==> config.mk <==
export PLATFORM = sky130hd
export DESIGN_NAME = arpt_timer
export DESIGN_NICKNAME = d
export VERILOG_FILES = /design/src/include/arpt_pkg.sv /design/src/rtl/arpt_timer.sv
export SDC_FILE = /design/constraint.sdc
export NUM_CORES = 1
export LEC_CHECK = 0
export ABC_AREA = 1
export ABC_CLOCK_PERIOD_IN_PS = 2200
export BUFFER_PORTS_ARGS = -buffer_cell sky130_fd_sc_hd__buf_2
export CORE_ASPECT_RATIO = 2
export CORE_MARGIN = 2
export CORE_UTILIZATION = 40
export CTS_CLUSTER_DIAMETER = 120
export DETAILED_ROUTE_END_ITERATION = 12
export GPL_TIMING_DRIVEN = 0
export RECOVER_POWER = 25
export SLEW_MARGIN = 0
export SYNTH_ARGS = -nofsm -noshare
export SYNTH_HDL_FRONTEND = slang
export SYNTH_SLANG_ARGS = --single-unit
==> constraint.sdc <==
create_clock -name hclk -period 2.2 [get_ports hclk]
set_input_delay 0.44 -clock hclk [delete_from_list [all_inputs] [get_ports hclk]]
set_output_delay 0.44 -clock hclk [all_outputs]
set_load 0.02 [all_outputs]
==> src/include/arpt_pkg.sv <==
// Constants shared by the auto-reload PWM timer: register map and fields
package arpt_pkg;

    // ==========================================================
    // Register indices (byte address is four times the index)
    localparam logic [7:0] IDX_DUTY3 = 8'h73; // Duty cycle, channel 3
    localparam logic [7:0] IDX_DUTY2 = 8'h74; // Duty cycle, channel 2
    localparam logic [7:0] IDX_DUTY1 = 8'h75; // Duty cycle, channel 1
    localparam logic [7:0] IDX_DUTY0 = 8'h76; // Duty cycle, channel 0
    localparam logic [7:0] IDX_PWM_OUTPUT_CONTROL = 8'h77; // Output enable and polarity
    localparam logic [7:0] IDX_CSR = 8'h78; // Timer control and status
    localparam logic [7:0] IDX_CAR = 8'h79; // Live counter access
    localparam logic [7:0] IDX_ARR = 8'h7a; // Auto-reload value
    localparam logic [7:0] IDX_INT_STAT = 8'h80; // Sticky event status, RO
    localparam logic [7:0] IDX_INT_CLR = 8'h81; // Write one to clear, WO
    localparam logic [7:0] IDX_INT_EN = 8'h82; // Event enable

    // ==========================================================
    // Control/status field positions
    localparam int CSR_EXT_SEL = 7; // Prescaler input select
    localparam int CSR_PS_HI = 6; // Prescale select, top bit
    localparam int CSR_PS_LO = 4; // Prescale select, low bit
    localparam int CSR_CNT_EN = 3; // Count enable
    localparam int CSR_FRELOAD = 2; // Force reload, write-only
    localparam int CSR_OIE = 1; // Overflow interrupt enable
    localparam int CSR_OVF = 0; // Overflow flag
    localparam int PWM_OUTPUT_CONTROL_OE_LO = 4; // Output enables in [7:4]
    localparam int INT_OVF_BIT = 0; // Overflow event in status word

    // ==========================================================
    // Reset values and counter limits
    localparam logic [7:0] CSR_RST = 8'h00;
    localparam logic [7:0] CNT_RST = 8'h00;
    localparam logic [7:0] ARR_RST = 8'h00;
    localparam logic [7:0] PWM_OUTPUT_CONTROL_RST = 8'h00;
    localparam logic [7:0] DUTY_RST = 8'h00;
    localparam logic [7:0] CNT_MAX = 8'hff;
    localparam int PRESC_W = 7; // Prescaler width, eight taps
    localparam int MAX_CH = 4; // Channels the register map holds

endpackage : arpt_pkg

==> src/rtl/arpt_timer.sv <==
// Auto-reload PWM timer with AHB-Lite register slave and four channels
// ==========================================================
`timescale 1ns/1ps

module arpt_timer
    import arpt_pkg::*;
#(
    parameter int NUM_CH = 4
) (
    // Clock and reset
    input wire logic hclk,
    input wire logic hresetn,
    // AHB-Lite slave
    input wire logic hsel,
    input wire logic [31:0] haddr,
    input wire logic [1:0] htrans,
    input wire logic hwrite,
    input wire logic [2:0] hsize,
    input wire logic [31:0] hwdata,
    input wire logic hready,
    output logic hreadyout,
    output logic hresp,
    output logic [31:0] hrdata,
    // External count clock pin
    input wire logic ext_count_clk,
    // PWM pins
    output logic [NUM_CH-1:0] pwm_channel_pin,
    output logic [NUM_CH-1:0] pwm_pin_oe_n,
    // Interrupt
    output logic irq
);

    // ==========================================================
    // Parameter check
    if (NUM_CH < 1 || NUM_CH > MAX_CH) begin : g_bad_ch
        $error("NUM_CH must lie between 1 and 4");
    end

    // ==========================================================
    // State
    logic ext_sync1_r; // First synchroniser stage
    logic ext_sync2_r; // Second synchroniser stage
    logic ext_prev_r; // Previous synced level, for edge detect
    logic ext_sel_r; // Prescaler input select
    logic [2:0] presc_sel_r; // Prescale tap
    logic cnt_en_r; // Count enable
    logic oie_r; // Overflow interrupt enable
    logic ovf_r; // Overflow flag
    logic [PRESC_W-1:0] presc_r; // Prescaler
    logic [7:0] cnt_r; // Counter
    logic [7:0] reload_r; // Auto-reload value
    logic [3:0] oe_r; // Output enables
    logic [3:0] pol_r; // Polarity selects
    logic int_stat_r; // Sticky overflow event
    logic int_en_r; // Event enable
    logic wr_en_r; // Write data phase pending
    logic [7:0] wr_idx_r; // Index of pending write
    logic [31:0] hrdata_r; // Read data for the data phase
    logic [7:0] duty_r [NUM_CH]; // Duty cycle registers
    logic [7:0] cmp_r [NUM_CH]; // Compare shadows
    logic [NUM_CH-1:0] pwm_pin_r; // Registered pin levels

    // ==========================================================
    // Bus decode
    wire bus_acc = hsel & hready & htrans[1]; // Address phase taken
    wire addr_ok = (haddr[31:10] == 22'h0); // Inside our window
    wire [7:0] a_idx = haddr[9:2]; // Register index
    wire rd_acc = bus_acc & ~hwrite & addr_ok; // Read taken
    wire rd_csr = rd_acc & (a_idx == IDX_CSR); // Read of status
    wire [7:0] wdat = hwdata[7:0]; // Narrow write data
    wire wr_csr = wr_en_r & (wr_idx_r == IDX_CSR);
    wire wr_car = wr_en_r & (wr_idx_r == IDX_CAR);
    wire wr_arr = wr_en_r & (wr_idx_r == IDX_ARR);
    wire wr_pwm_output_control = wr_en_r & (wr_idx_r == IDX_PWM_OUTPUT_CONTROL);
    wire wr_iclr = wr_en_r & (wr_idx_r == IDX_INT_CLR);
    wire wr_ien = wr_en_r & (wr_idx_r == IDX_INT_EN);
    wire wr_frl = wr_csr & wdat[CSR_FRELOAD];

    // Zero-wait slave, always OKAY
    assign hreadyout = 1'b1;
    assign hresp = 1'b0;
    assign hrdata = hrdata_r;

    // ==========================================================
    // Clock source, prescaler tap and counter tick
    wire ext_rise = ext_sync2_r & ~ext_prev_r; // Synced rising edge
    wire in_tick = ext_sel_r ? ext_rise : 1'b1;
    wire [7:0] tap_mask8 = (8'h01 << presc_sel_r) - 8'h01;
    wire [PRESC_W-1:0] tap_mask = tap_mask8[PRESC_W-1:0];
    wire presc_run = cnt_en_r & in_tick;
    wire cnt_tick = presc_run & ((presc_r & tap_mask) == tap_mask);
    wire sw_load = wr_car | wr_frl; // Software counter load
    wire ovf_evt = cnt_tick & (cnt_r == CNT_MAX) & ~sw_load;

    // Next values of prescaler, counter and flags
    wire [PRESC_W-1:0] presc_nxt =
        sw_load ? '0 : (presc_run ? presc_r + 1'b1 : presc_r);
    wire [7:0] cnt_inc = cnt_r + 8'h01;
    wire [7:0] cnt_nxt =
        wr_car ? wdat :
        wr_frl ? reload_r :
        ovf_evt ? reload_r :
        cnt_tick ? cnt_inc : cnt_r;
    // Set wins over the read that clears it
    wire ovf_nxt = ovf_evt | (ovf_r & ~rd_csr);
    wire int_stat_nxt =
        ovf_evt | (int_stat_r & ~(wr_iclr & wdat[INT_OVF_BIT]));

    // Request while an enabled flag stands
    assign irq = (ovf_r & oie_r) | (int_stat_r & int_en_r);

    // ==========================================================
    // Read mux
    logic [7:0] duty_rd [MAX_CH]; // Duty values, zero if not built
    for (genvar k = 0; k < MAX_CH; k++) begin : g_duty_rd
        if (k < NUM_CH) begin : g_on
            assign duty_rd[k] = duty_r[k];
        end else begin : g_off
            assign duty_rd[k] = 8'h00;
        end
    end

    // Force reload bit always reads zero
    wire [7:0] csr_rd = {ext_sel_r, presc_sel_r, cnt_en_r, 1'b0,
        oie_r, ovf_r};
    logic [7:0] rd_mux; // Selected register value
    always_comb begin
        unique case (a_idx)
            IDX_CSR: rd_mux = csr_rd;
            IDX_CAR: rd_mux = cnt_r;
            IDX_ARR: rd_mux = reload_r;
            IDX_PWM_OUTPUT_CONTROL: rd_mux = {oe_r, pol_r};
            IDX_DUTY0: rd_mux = duty_rd[0];
            IDX_DUTY1: rd_mux = duty_rd[1];
            IDX_DUTY2: rd_mux = duty_rd[2];
            IDX_DUTY3: rd_mux = duty_rd[3];
            IDX_INT_STAT: rd_mux = {7'h00, int_stat_r};
            IDX_INT_EN: rd_mux = {7'h00, int_en_r};
            default: rd_mux = 8'h00; // Unmapped and write-only
        endcase
    end

    // ==========================================================
    // Bus phase registers; read data captured at the address edge
    always_ff @(posedge hclk or negedge hresetn) begin
        if (!hresetn) begin
            wr_en_r <= 1'b0;
            wr_idx_r <= 8'h00;
            hrdata_r <= 32'h0000_0000;
        end else begin
            wr_en_r <= bus_acc & hwrite & addr_ok;
            wr_idx_r <= a_idx;
            hrdata_r <= rd_acc ? {24'h00_0000, rd_mux} : 32'h0000_0000;
        end
    end

    // ==========================================================
    // External clock synchroniser, only stage two is read
    always_ff @(posedge hclk or negedge hresetn) begin
        if (!hresetn) begin
            ext_sync1_r <= 1'b0;
            ext_sync2_r <= 1'b0;
            ext_prev_r <= 1'b0;
        end else begin
            ext_sync1_r <= ext_count_clk;
            ext_sync2_r <= ext_sync1_r;
            ext_prev_r <= ext_sync2_r;
        end
    end

    // ==========================================================
    // Control, counter and flags; reset selects the CPU clock
    always_ff @(posedge hclk or negedge hresetn) begin
        if (!hresetn) begin
            ext_sel_r <= CSR_RST[CSR_EXT_SEL];
            presc_sel_r <= CSR_RST[CSR_PS_HI:CSR_PS_LO];
            cnt_en_r <= CSR_RST[CSR_CNT_EN];
            oie_r <= CSR_RST[CSR_OIE];
            ovf_r <= CSR_RST[CSR_OVF];
            presc_r <= '0;
            cnt_r <= CNT_RST;
            reload_r <= ARR_RST;
            oe_r <= PWM_OUTPUT_CONTROL_RST[7:PWM_OUTPUT_CONTROL_OE_LO];
            pol_r <= PWM_OUTPUT_CONTROL_RST[PWM_OUTPUT_CONTROL_OE_LO-1:0];
            int_stat_r <= 1'b0;
            int_en_r <= 1'b0;
        end else begin
            if (wr_csr) begin
                ext_sel_r <= wdat[CSR_EXT_SEL];
                presc_sel_r <= wdat[CSR_PS_HI:CSR_PS_LO];
                cnt_en_r <= wdat[CSR_CNT_EN];
                oie_r <= wdat[CSR_OIE];
            end
            if (wr_arr) begin
                reload_r <= wdat;
            end
            if (wr_pwm_output_control) begin
                oe_r <= wdat[7:PWM_OUTPUT_CONTROL_OE_LO];
                pol_r <= wdat[PWM_OUTPUT_CONTROL_OE_LO-1:0];
            end
            if (wr_ien) begin
                int_en_r <= wdat[INT_OVF_BIT];
            end
            ovf_r <= ovf_nxt;
            int_stat_r <= int_stat_nxt;
            presc_r <= presc_nxt;
            cnt_r <= cnt_nxt;
        end
    end

    // ==========================================================
    // Per channel: duty register, compare shadow, output level
    for (genvar i = 0; i < NUM_CH; i++) begin : g_ch
        wire [7:0] duty_idx = IDX_DUTY0 - 8'(i); // Channels count down
        wire wr_duty = wr_en_r & (wr_idx_r == duty_idx);
        // Level for this cycle; one compare serves both edges
        wire lvl = (cnt_r <= cmp_r[i]) ^ pol_r[i];

        // Shadow only moves at overflow, so duty edits cannot glitch
        always_ff @(posedge hclk or negedge hresetn) begin
            if (!hresetn) begin
                duty_r[i] <= DUTY_RST;
                cmp_r[i] <= DUTY_RST;
                pwm_pin_r[i] <= 1'b0;
            end else begin
                if (wr_duty) begin
                    duty_r[i] <= wdat;
                end
                if (ovf_evt) begin
                    cmp_r[i] <= duty_r[i];
                end
                pwm_pin_r[i] <= oe_r[i] & lvl;
            end
        end

        assign pwm_channel_pin[i] = pwm_pin_r[i];
        assign pwm_pin_oe_n[i] = ~oe_r[i];

        // Pin follows compare result and polarity
        chk_pin_above_cmp: assert property (@(posedge hclk)
            disable iff (!hresetn)
            (oe_r[i] && cnt_r > cmp_r[i]) |=> pwm_pin_r[i] == $past(pol_r[i]))
            else $error("pin level wrong above compare");
        // Enable drive is combinational, the pin level lags by one cycle
        chk_pin_disabled: assert property (@(posedge hclk)
            disable iff (!hresetn)
            !oe_r[i] |-> pwm_pin_oe_n[i] ##1 !pwm_channel_pin[i])
            else $error("disabled channel drives pin");
        chk_pol_flip: assert property (@(posedge hclk)
            disable iff (!hresetn)
            ($changed(pol_r[i]) && $stable(cnt_r) && $stable(cmp_r[i])
            && oe_r[i] && $stable(oe_r[i]))
            |=> pwm_pin_r[i] != $past(pwm_pin_r[i]))
            else $error("polarity change did not invert pin");
        chk_shadow_hold: assert property (@(posedge hclk)
            disable iff (!hresetn)
            !ovf_evt |=> $stable(cmp_r[i]))
            else $error("compare shadow moved without overflow");
        chk_shadow_load: assert property (@(posedge hclk)
            disable iff (!hresetn)
            ovf_evt |=> cmp_r[i] == $past(duty_r[i]))
            else $error("compare shadow not loaded");
    end

    // ==========================================================
    // Checks on counter, prescaler and flags
    // Stuck at FF is legal when the reload value is FF as well
    chk_cpu_tick: assert property (@(posedge hclk)
        disable iff (!hresetn)
        (cnt_en_r && !ext_sel_r && presc_sel_r == 3'h0 && !wr_en_r
        && !(cnt_r == CNT_MAX && reload_r == CNT_MAX))
        |=> cnt_r != $past(cnt_r))
        else $error("CPU clock at div 1 did not count");
    chk_ext_idle: assert property (@(posedge hclk)
        disable iff (!hresetn)
        (ext_sel_r && ext_sync2_r == ext_prev_r && !wr_en_r)
        |=> $stable(cnt_r) && $stable(presc_r))
        else $error("counted without external edge");
    chk_div_max: assert property (@(posedge hclk)
        disable iff (!hresetn)
        (cnt_tick && presc_sel_r == 3'h7) |-> presc_r == 7'h7f)
        else $error("divide by 128 ticked early");
    chk_hold_off: assert property (@(posedge hclk)
        disable iff (!hresetn)
        (!cnt_en_r && !wr_en_r) |=> $stable(cnt_r) && $stable(presc_r))
        else $error("stopped timer moved");
    chk_force_load: assert property (@(posedge hclk)
        disable iff (!hresetn)
        wr_frl |=> cnt_r == $past(reload_r) && presc_r == '0)
        else $error("force reload failed");
    chk_fr_read_zero: assert property (@(posedge hclk)
        disable iff (!hresetn)
        rd_csr |=> hrdata[CSR_FRELOAD] == 1'b0)
        else $error("force reload bit read as one");
    chk_irq_gate: assert property (@(posedge hclk)
        disable iff (!hresetn)
        (!oie_r && !(int_stat_r && int_en_r)) |-> !irq)
        else $error("interrupt without enable");
    // Flag, sticky status and reload all land on the overflow edge;
    // a clear one cycle later is legal, so nothing is asked after it
    chk_ovf_reload: assert property (@(posedge hclk)
        disable iff (!hresetn)
        ovf_evt |=> ovf_r && int_stat_r && cnt_r == $past(reload_r))
        else $error("overflow did not reload and flag");
    chk_ovf_rdclr: assert property (@(posedge hclk)
        disable iff (!hresetn)
        (rd_csr && !ovf_evt) |=> !ovf_r)
        else $error("status read did not clear flag");
    chk_car_live: assert property (@(posedge hclk)
        disable iff (!hresetn)
        (rd_acc && a_idx == IDX_CAR) |=> hrdata[7:0] == $past(cnt_r))
        else $error("counter read not live");

    // Main scenarios
    cov_overflow: cover property (@(posedge hclk) disable iff (!hresetn)
        ovf_evt && reload_r != 8'h00);
    cov_ovf_clear: cover property (@(posedge hclk) disable iff (!hresetn)
        ovf_r && rd_csr);
    cov_ext_count: cover property (@(posedge hclk) disable iff (!hresetn)
        ext_sel_r && cnt_tick);
    cov_irq: cover property (@(posedge hclk) disable iff (!hresetn)
        irq && oie_r);
    // Polarity flipped while at least one channel drives its pin
    cov_pol_flip: cover property (@(posedge hclk) disable iff (!hresetn)
        $changed(pol_r) && oe_r != 4'h0);

endmodule : arpt_timer

==> results.cfg, run 1 <==
[outcome]
status = completed

[clock_tree]
insertion_delay_ps = 430
cts.sinks = 128
clockBufferDepth = 2
cts_tree = built
clk_pin_slew_ps = 60
cts_max_level = 4
cts_root_buf = clkbuf_16
cts_buffers = 17

[logic_synthesis]
netlist_instances = 824
synthFlopType = dfrtp_1
yosys-top-cells-count = 201 x nand2_1, 128 x dfrtp_1, 107 x inv_1, 72 x o21ai_0, 44 x nand3_1
syn_area_um2 = 6990
synth.distinct_cells = 40
yosysTopAreaCell = dfrtp_1
synth_top_area_share_pct = 45.8
synthTopCellsByArea = dfrtp_1 46%, nand2_1 11%, ha_1 6.3%
async_flop_share_pct = 100
synth-warning-count = 0
syn_area_per_cell_um2 = 8.48
seq_area_frac_synth_pct = 45.8
yosys_register_bits = 128
synth_edf_count = 0
synth.most_common_cell = nand2_1

[timing]
finalHoldViolations = 0
fmax_mhz = 464
tightestPinTransition_ps = 844
finalWorstSetupSlack_ps = 42.9
finalCritPeriodShare_pct = 98.0
drv_slew = 0
finalSetupViolCount = 0
slew_headroom_pct = 43.7
finClkSkew_ps = 9.13
final.min_clock_period_ps = 2160
rsz0062_at_grt = true

[power_and_ir_drop]
total_power_uw = 5840
irDropWorstVdd_mv = 0.487
power_density_nw_per_um2 = 685
leakage_uw = 0.00459

[finish]
postLayoutCoreUtil_pct = 49.6
layout-drive-gt1-share_pct = 21.6
multi_input_area_um2 = 3230
num-nets-final = 1049
seqCellArea_um2 = 3210
n_fill_cell = 1705
n_antenna_cell = 0
syn_to_final_growth_pct = 22.0

[routing]
drc_errors = 0
routed_via_density = 5.21
via_count = 6054
ant_nets = 0
drt_iter0_drc = 399
wl_per_cell_um = 18.1
wirelength_mm = 21.1
dr.pass1.iters = 5

[placed_design]
routabilityCongestion = 0.931
pre_cts_slack_ps = -131
dp_hpwl_mm = 15.8
portBuffers = 61

[critical_path]
setup.worst_path.start_class = flop
path_class = flop to flop
crit_fanout = 10
required_ps = 2520
cp.arrival_ps = 2470
worstSetupEndpointType = flop

[flow_run]
cap_violations = 0

[die]
boundaryPins = 118
dieHeight_um = 191
core-area_um2 = 17200
start_util_pct = 40.7
die_area_um2 = 18600
rows = 68
die_w_um = 97.5

[global_route]
grt_util_all_layers_pct = 23.4
grt_overflow = 0
grt_pass1_wl_mm = 32.6
antenna_found_initial = 0
grt_max_degree = 98
grt_pass1_vias = 6085

[hold_path]
hold_path.class = primary input to flop
## what timing repair did
item / 4_1_cts / 5_1_grt
setup buffers: 5 / 2
gates resized for setup: 9 / 32
cloned: 1 / 1
hold buffers: 1 / 0
setup endpoints to repair: 40 / 42
pin swaps: 5 / 12
endpoints found under the hold margin: 31 / 0
## cells by family after synthesis
| family | count (synthesis) | synth area share (%) |
|---|---|---|
| AND/OR/NAND/NOR | 332 | 21.2 |
| XOR/XNOR | 6 | 0.752 |
| multiplexers | 17 | 3.65 |
| buffers and inverters | 159 | 10.7 |
| flip-flops | 128 | 45.8 |
| adder cells (fa/ha/maj) | 35 | 6.27 |
| other | 2 | 0.107 |
| AO/OA/AOI/OAI | 145 | 11.5 |
## layout by cell type, fill, tap and decap left out, types with 10 or more instances in the layout
cell type,Yosys,final
nand3_2,2,10
nand2_2,2,16
conb_1,2,26
o21ai_0,72,72
nand3_1,44,36
ha_1,35,34
nor2_1,39,38
clkbuf_1,8,14
buf_2,1,55
buf_4,29,34
nor3_1,12,12
inv_1,107,106
mux2_4,17,17
dfrtp_1,128,125
a21oi_1,36,35
nand2_1,201,187
clkbuf_16,0,18
o21ai_1,15,15
## cell type report
type | count | share of cell area [%]
Multi-Input combinational cell | 561 | 37.9
Sequential cell | 128 | 37.6
Timing Repair Buffer | 72 | 5.17
Inverter | 116 | 5.14
Clock buffer | 17 | 4.99
Buffer | 43 | 3.96
Tap cell | 210 | 3.08
Clock inverter | 15 | 2.19
## critical path, cell delays in order, from the launching register on
cell and delay (ps):
dfrtp_1 370, buf_6 130, nor2_4 110, nand2_2 80
ha_4 260, inv_2 30, nand2_2 40, nand3_2 60
nor2_2 90, nand3_2 110, nor2_4 130, nand2_4 120
buf_12 180, mux2_4 300
## final timing paths
kind | from | to | slack (ps) | cells past startpoint
setup reg to reg | presc_sel_r[1] | cmp_r[25] | 40 | 13
hold / removal | ext_count_clk | ext_sync1_r | 110 | 1
hold reg to reg | ext_sync1_r | ext_sync2_r | 350 | 0
max in group asynchronous | hresetn | cnt_r[1] | 550 | 3
min in group asynchronous | hresetn | duty_r[6] | 650 | 2
setup / recovery | presc_sel_r[1] | cmp_r[25] | 40 | 13
## flip-flops by register name, indices dropped and copies added (netlist names), 3 cells and up
register / cells
pol_r: 4
oe_r: 4
hrdata: 8
cmp_r: 32
wr_idx_r: 8
reload_r: 8
presc_sel_r: 3
cnt_r: 8
presc_r: 7
pwm_channel_pin: 4
duty_r: 32
## where the power goes
part / internal [uW] / leakage [uW] / total, uW / switching (uW)
combinational: 155 / 0.00285 / 449 / 294
sequential: 2420 / 0.00145 / 2470 / 52.5
clock: 1790 / 0.000286 / 2920 / 1130
## through the flow
step	cell area (um^2)	cells	setup TNS [ps]	hold WS, ps
floorplan	7080	848	0	144
global placement	7640	1119	-138440	335
detailed placement	7680	1120	-3680	341
CTS	8390	1159	-11.9	110
global route	8530	1162	-2090	110
finish	8530	1162	0	113
## metal layers
layer	share of wire [%]	GRT usage (%)
met5	0	0
met1	34	23.4
met2	53	43.3
met4	8.0	16.3
met3	5.1	3.66
Note: power is estimated with default switching activity, not from simulation.
==> inputs of run 2 (changes only) <==
--- a/config.mk
+++ b/config.mk
@@ -15,6 +15,8 @@
 export DETAILED_ROUTE_END_ITERATION = 12
 export GPL_TIMING_DRIVEN = 0
 export RECOVER_POWER = 25
+export REMOVE_ABC_BUFFERS = 1
+export SKIP_CTS_REPAIR_TIMING = 1
 export SLEW_MARGIN = 0
 export SYNTH_ARGS = -nofsm -noshare
 export SYNTH_HDL_FRONTEND = slang
==> run 2 against run 1 <==
The run now ends with negative setup slack left. Wire length fell by 6.4%. Critical path type unchanged. Count of clock-buffer cells in the layout rose by 7. Sequential cell count did not move. Non-clock buffer count fell by 39. Critical endpoint is now cmp_r[7]. Clock skew fell by 0.95 ps.
==> results.cfg, run 2 (synthesized netlist as in run 1, its figures left out) <==
[outcome]
status = finished, violations left
failed_checks = negative setup slack

[routing]
drt_iter0_drc = 325
ant_nets = 0
wirelength_mm = 19.7
via_count = 5868
routed_via_density = 5.21
wl_per_cell_um = 17.5
drc_errors = 0
dr.pass1.iters = 5

[clock_tree]
cts_root_buf = clkbuf_16
clk_pin_slew_ps = 60
cts_buffers = 17
clockBufferDepth = 2
cts.sinks = 128
cts_tree = built
insertion_delay_ps = 430
cts_max_level = 4

[die]
dieHeight_um = 191
die_area_um2 = 18600
die_w_um = 97.5
rows = 68
core-area_um2 = 17200
boundaryPins = 118
start_util_pct = 40.7

[flow_run]
cap_violations = 0

[critical_path]
path_class = flop to flop
worstSetupEndpointType = flop
required_ps = 2510
worstRegToRegCells = 12
setup.worst_path.start_class = flop
crit_fanout = 7
cp.arrival_ps = 2620

[finish]
syn_to_final_growth_pct = 18.6
reg.largest.list = cmp_r x32, duty_r x32
layout_common_cells = 193 x nand2_1, 121 x dfrtp_1, 106 x inv_1
layout-drive-gt1-share_pct = 19.4
fin_cells = 1126
seqCellArea_um2 = 3210
n_antenna_cell = 0
n_fill_cell = 1704
final_cell_area_um2 = 8290
multi_input_area_um2 = 3360
num-nets-final = 1015
final_common_cell = nand2_1

[global_route]
antenna_found_initial = 0
grt_overflow = 0
grt_pass1_wl_mm = 29.5
grt_max_degree = 84
grt_pass1_vias = 5669
grt_util_all_layers_pct = 21.0

[timing]
finalSetupViolCount = 33
final.min_clock_period_ps = 2320
finalCritPeriodShare_pct = 105
drv_slew = 0
holdWs_ps = 117
fmax_mhz = 432
finalWorstSetupSlack_ps = -117
finalHoldViolations = 0
slew_headroom_pct = 20.9
rsz0062_at_grt = true
finClkSkew_ps = 8.19
tightestPinTransition_ps = 1190

[power_and_ir_drop]
total_power_uw = 5520
leakage_uw = 0.00435
p_sw_share_pct = 24.1
seq_power_share_pct = 44.8
comb_power_share_pct = 7.5
power_switching_uw = 1330
irDropWorstVdd_mv = 0.548
clockPowerShare_pct = 47.7
intPower_uw = 4190
power_density_nw_per_um2 = 666

[placed_design]
placed_area_um2 = 7370
dp_hpwl_mm = 14.1
pre_cts_slack_ps = -479
dp_cells = 1077
portBuffers = 61
routabilityCongestion = 0.849

[hold_path]
whs_path_depth = 1
hold_path.class = primary input to flop
run 2: cell types whose count changed in the layout (fill, tap and decap cells not counted), sizes merged:
cell / change
buf: -32
inv: -4
bufinv: -2
nand2: +5
clkinvlp: -3
run 2: through the flow:
| stage | util (%) | TNS (ps) |
|---|---|---|
| 3_5_place_dp | 42.9 | -17780 |
| 4_1_cts | 46.1 | -17330 |
| 5_1_grt | 48.2 | -4790 |
| 2_1_floorplan | - | -1210 |
| 3_3_place_gp | 42.7 | -149410 |
| 6_report | 48.2 | -2310 |
run 2: final timing paths:
check	slack, ps	start	to
max	-120	presc_sel_r[1]	cmp_r[7]
max reg2reg	-120	presc_sel_r[1]	cmp_r[7]
max in group asynchronous	370	hresetn	presc_sel_r[2]
min reg2reg	360	ext_sync1_r	ext_sync2_r
min in group asynchronous	810	hresetn	wr_idx_r[4]
min	120	ext_count_clk	ext_sync1_r
run 2: power by group through the flow:
stage               Combinational, uW  Sequential [uW]  Clock [uW]
floorplan                         229             2510           0
global placement                  389             2510           0
finish                            414             2470        2630
CTS                               405             2470        2680
global route                      468             2480        2770
detailed placement                403             2510           0
run 2: layout make-up:
class	instances	share of cell area [%]
multi-input combinational	566	40.5
sequential	128	38.7
inverter	116	5.34
tap	210	3.17
clock buffer	24	5.93
clock inverter	6	0.694
timing repair buffer	76	5.63
run 2: routing by layer:
layer | share of wire (%) | wire [um] | global-route usage [%] | up-vias
met2 | 55 | 10900 | 39.3 | 182
li1 | - | - | - | 2818
met5 | 0 | 0 | 0 | -
met3 | 3.6 | 712 | 3.22 | 70
met4 | 6.5 | 1290 | 14.6 | 0
met1 | 35 | 6870 | 20.9 | 2798
run 2: critical path, cell delays in order, from the launching register on:
cell	delay, ps
dfrtp_2	470
nor2_4	130
nand2_2	90
ha_4	270
inv_2	30
nand2_2	50
nand3_2	60
nor2_2	120
nand3_2	90
nor2_4	250
buf_12	190
nand2_8	110
mux2_4	320
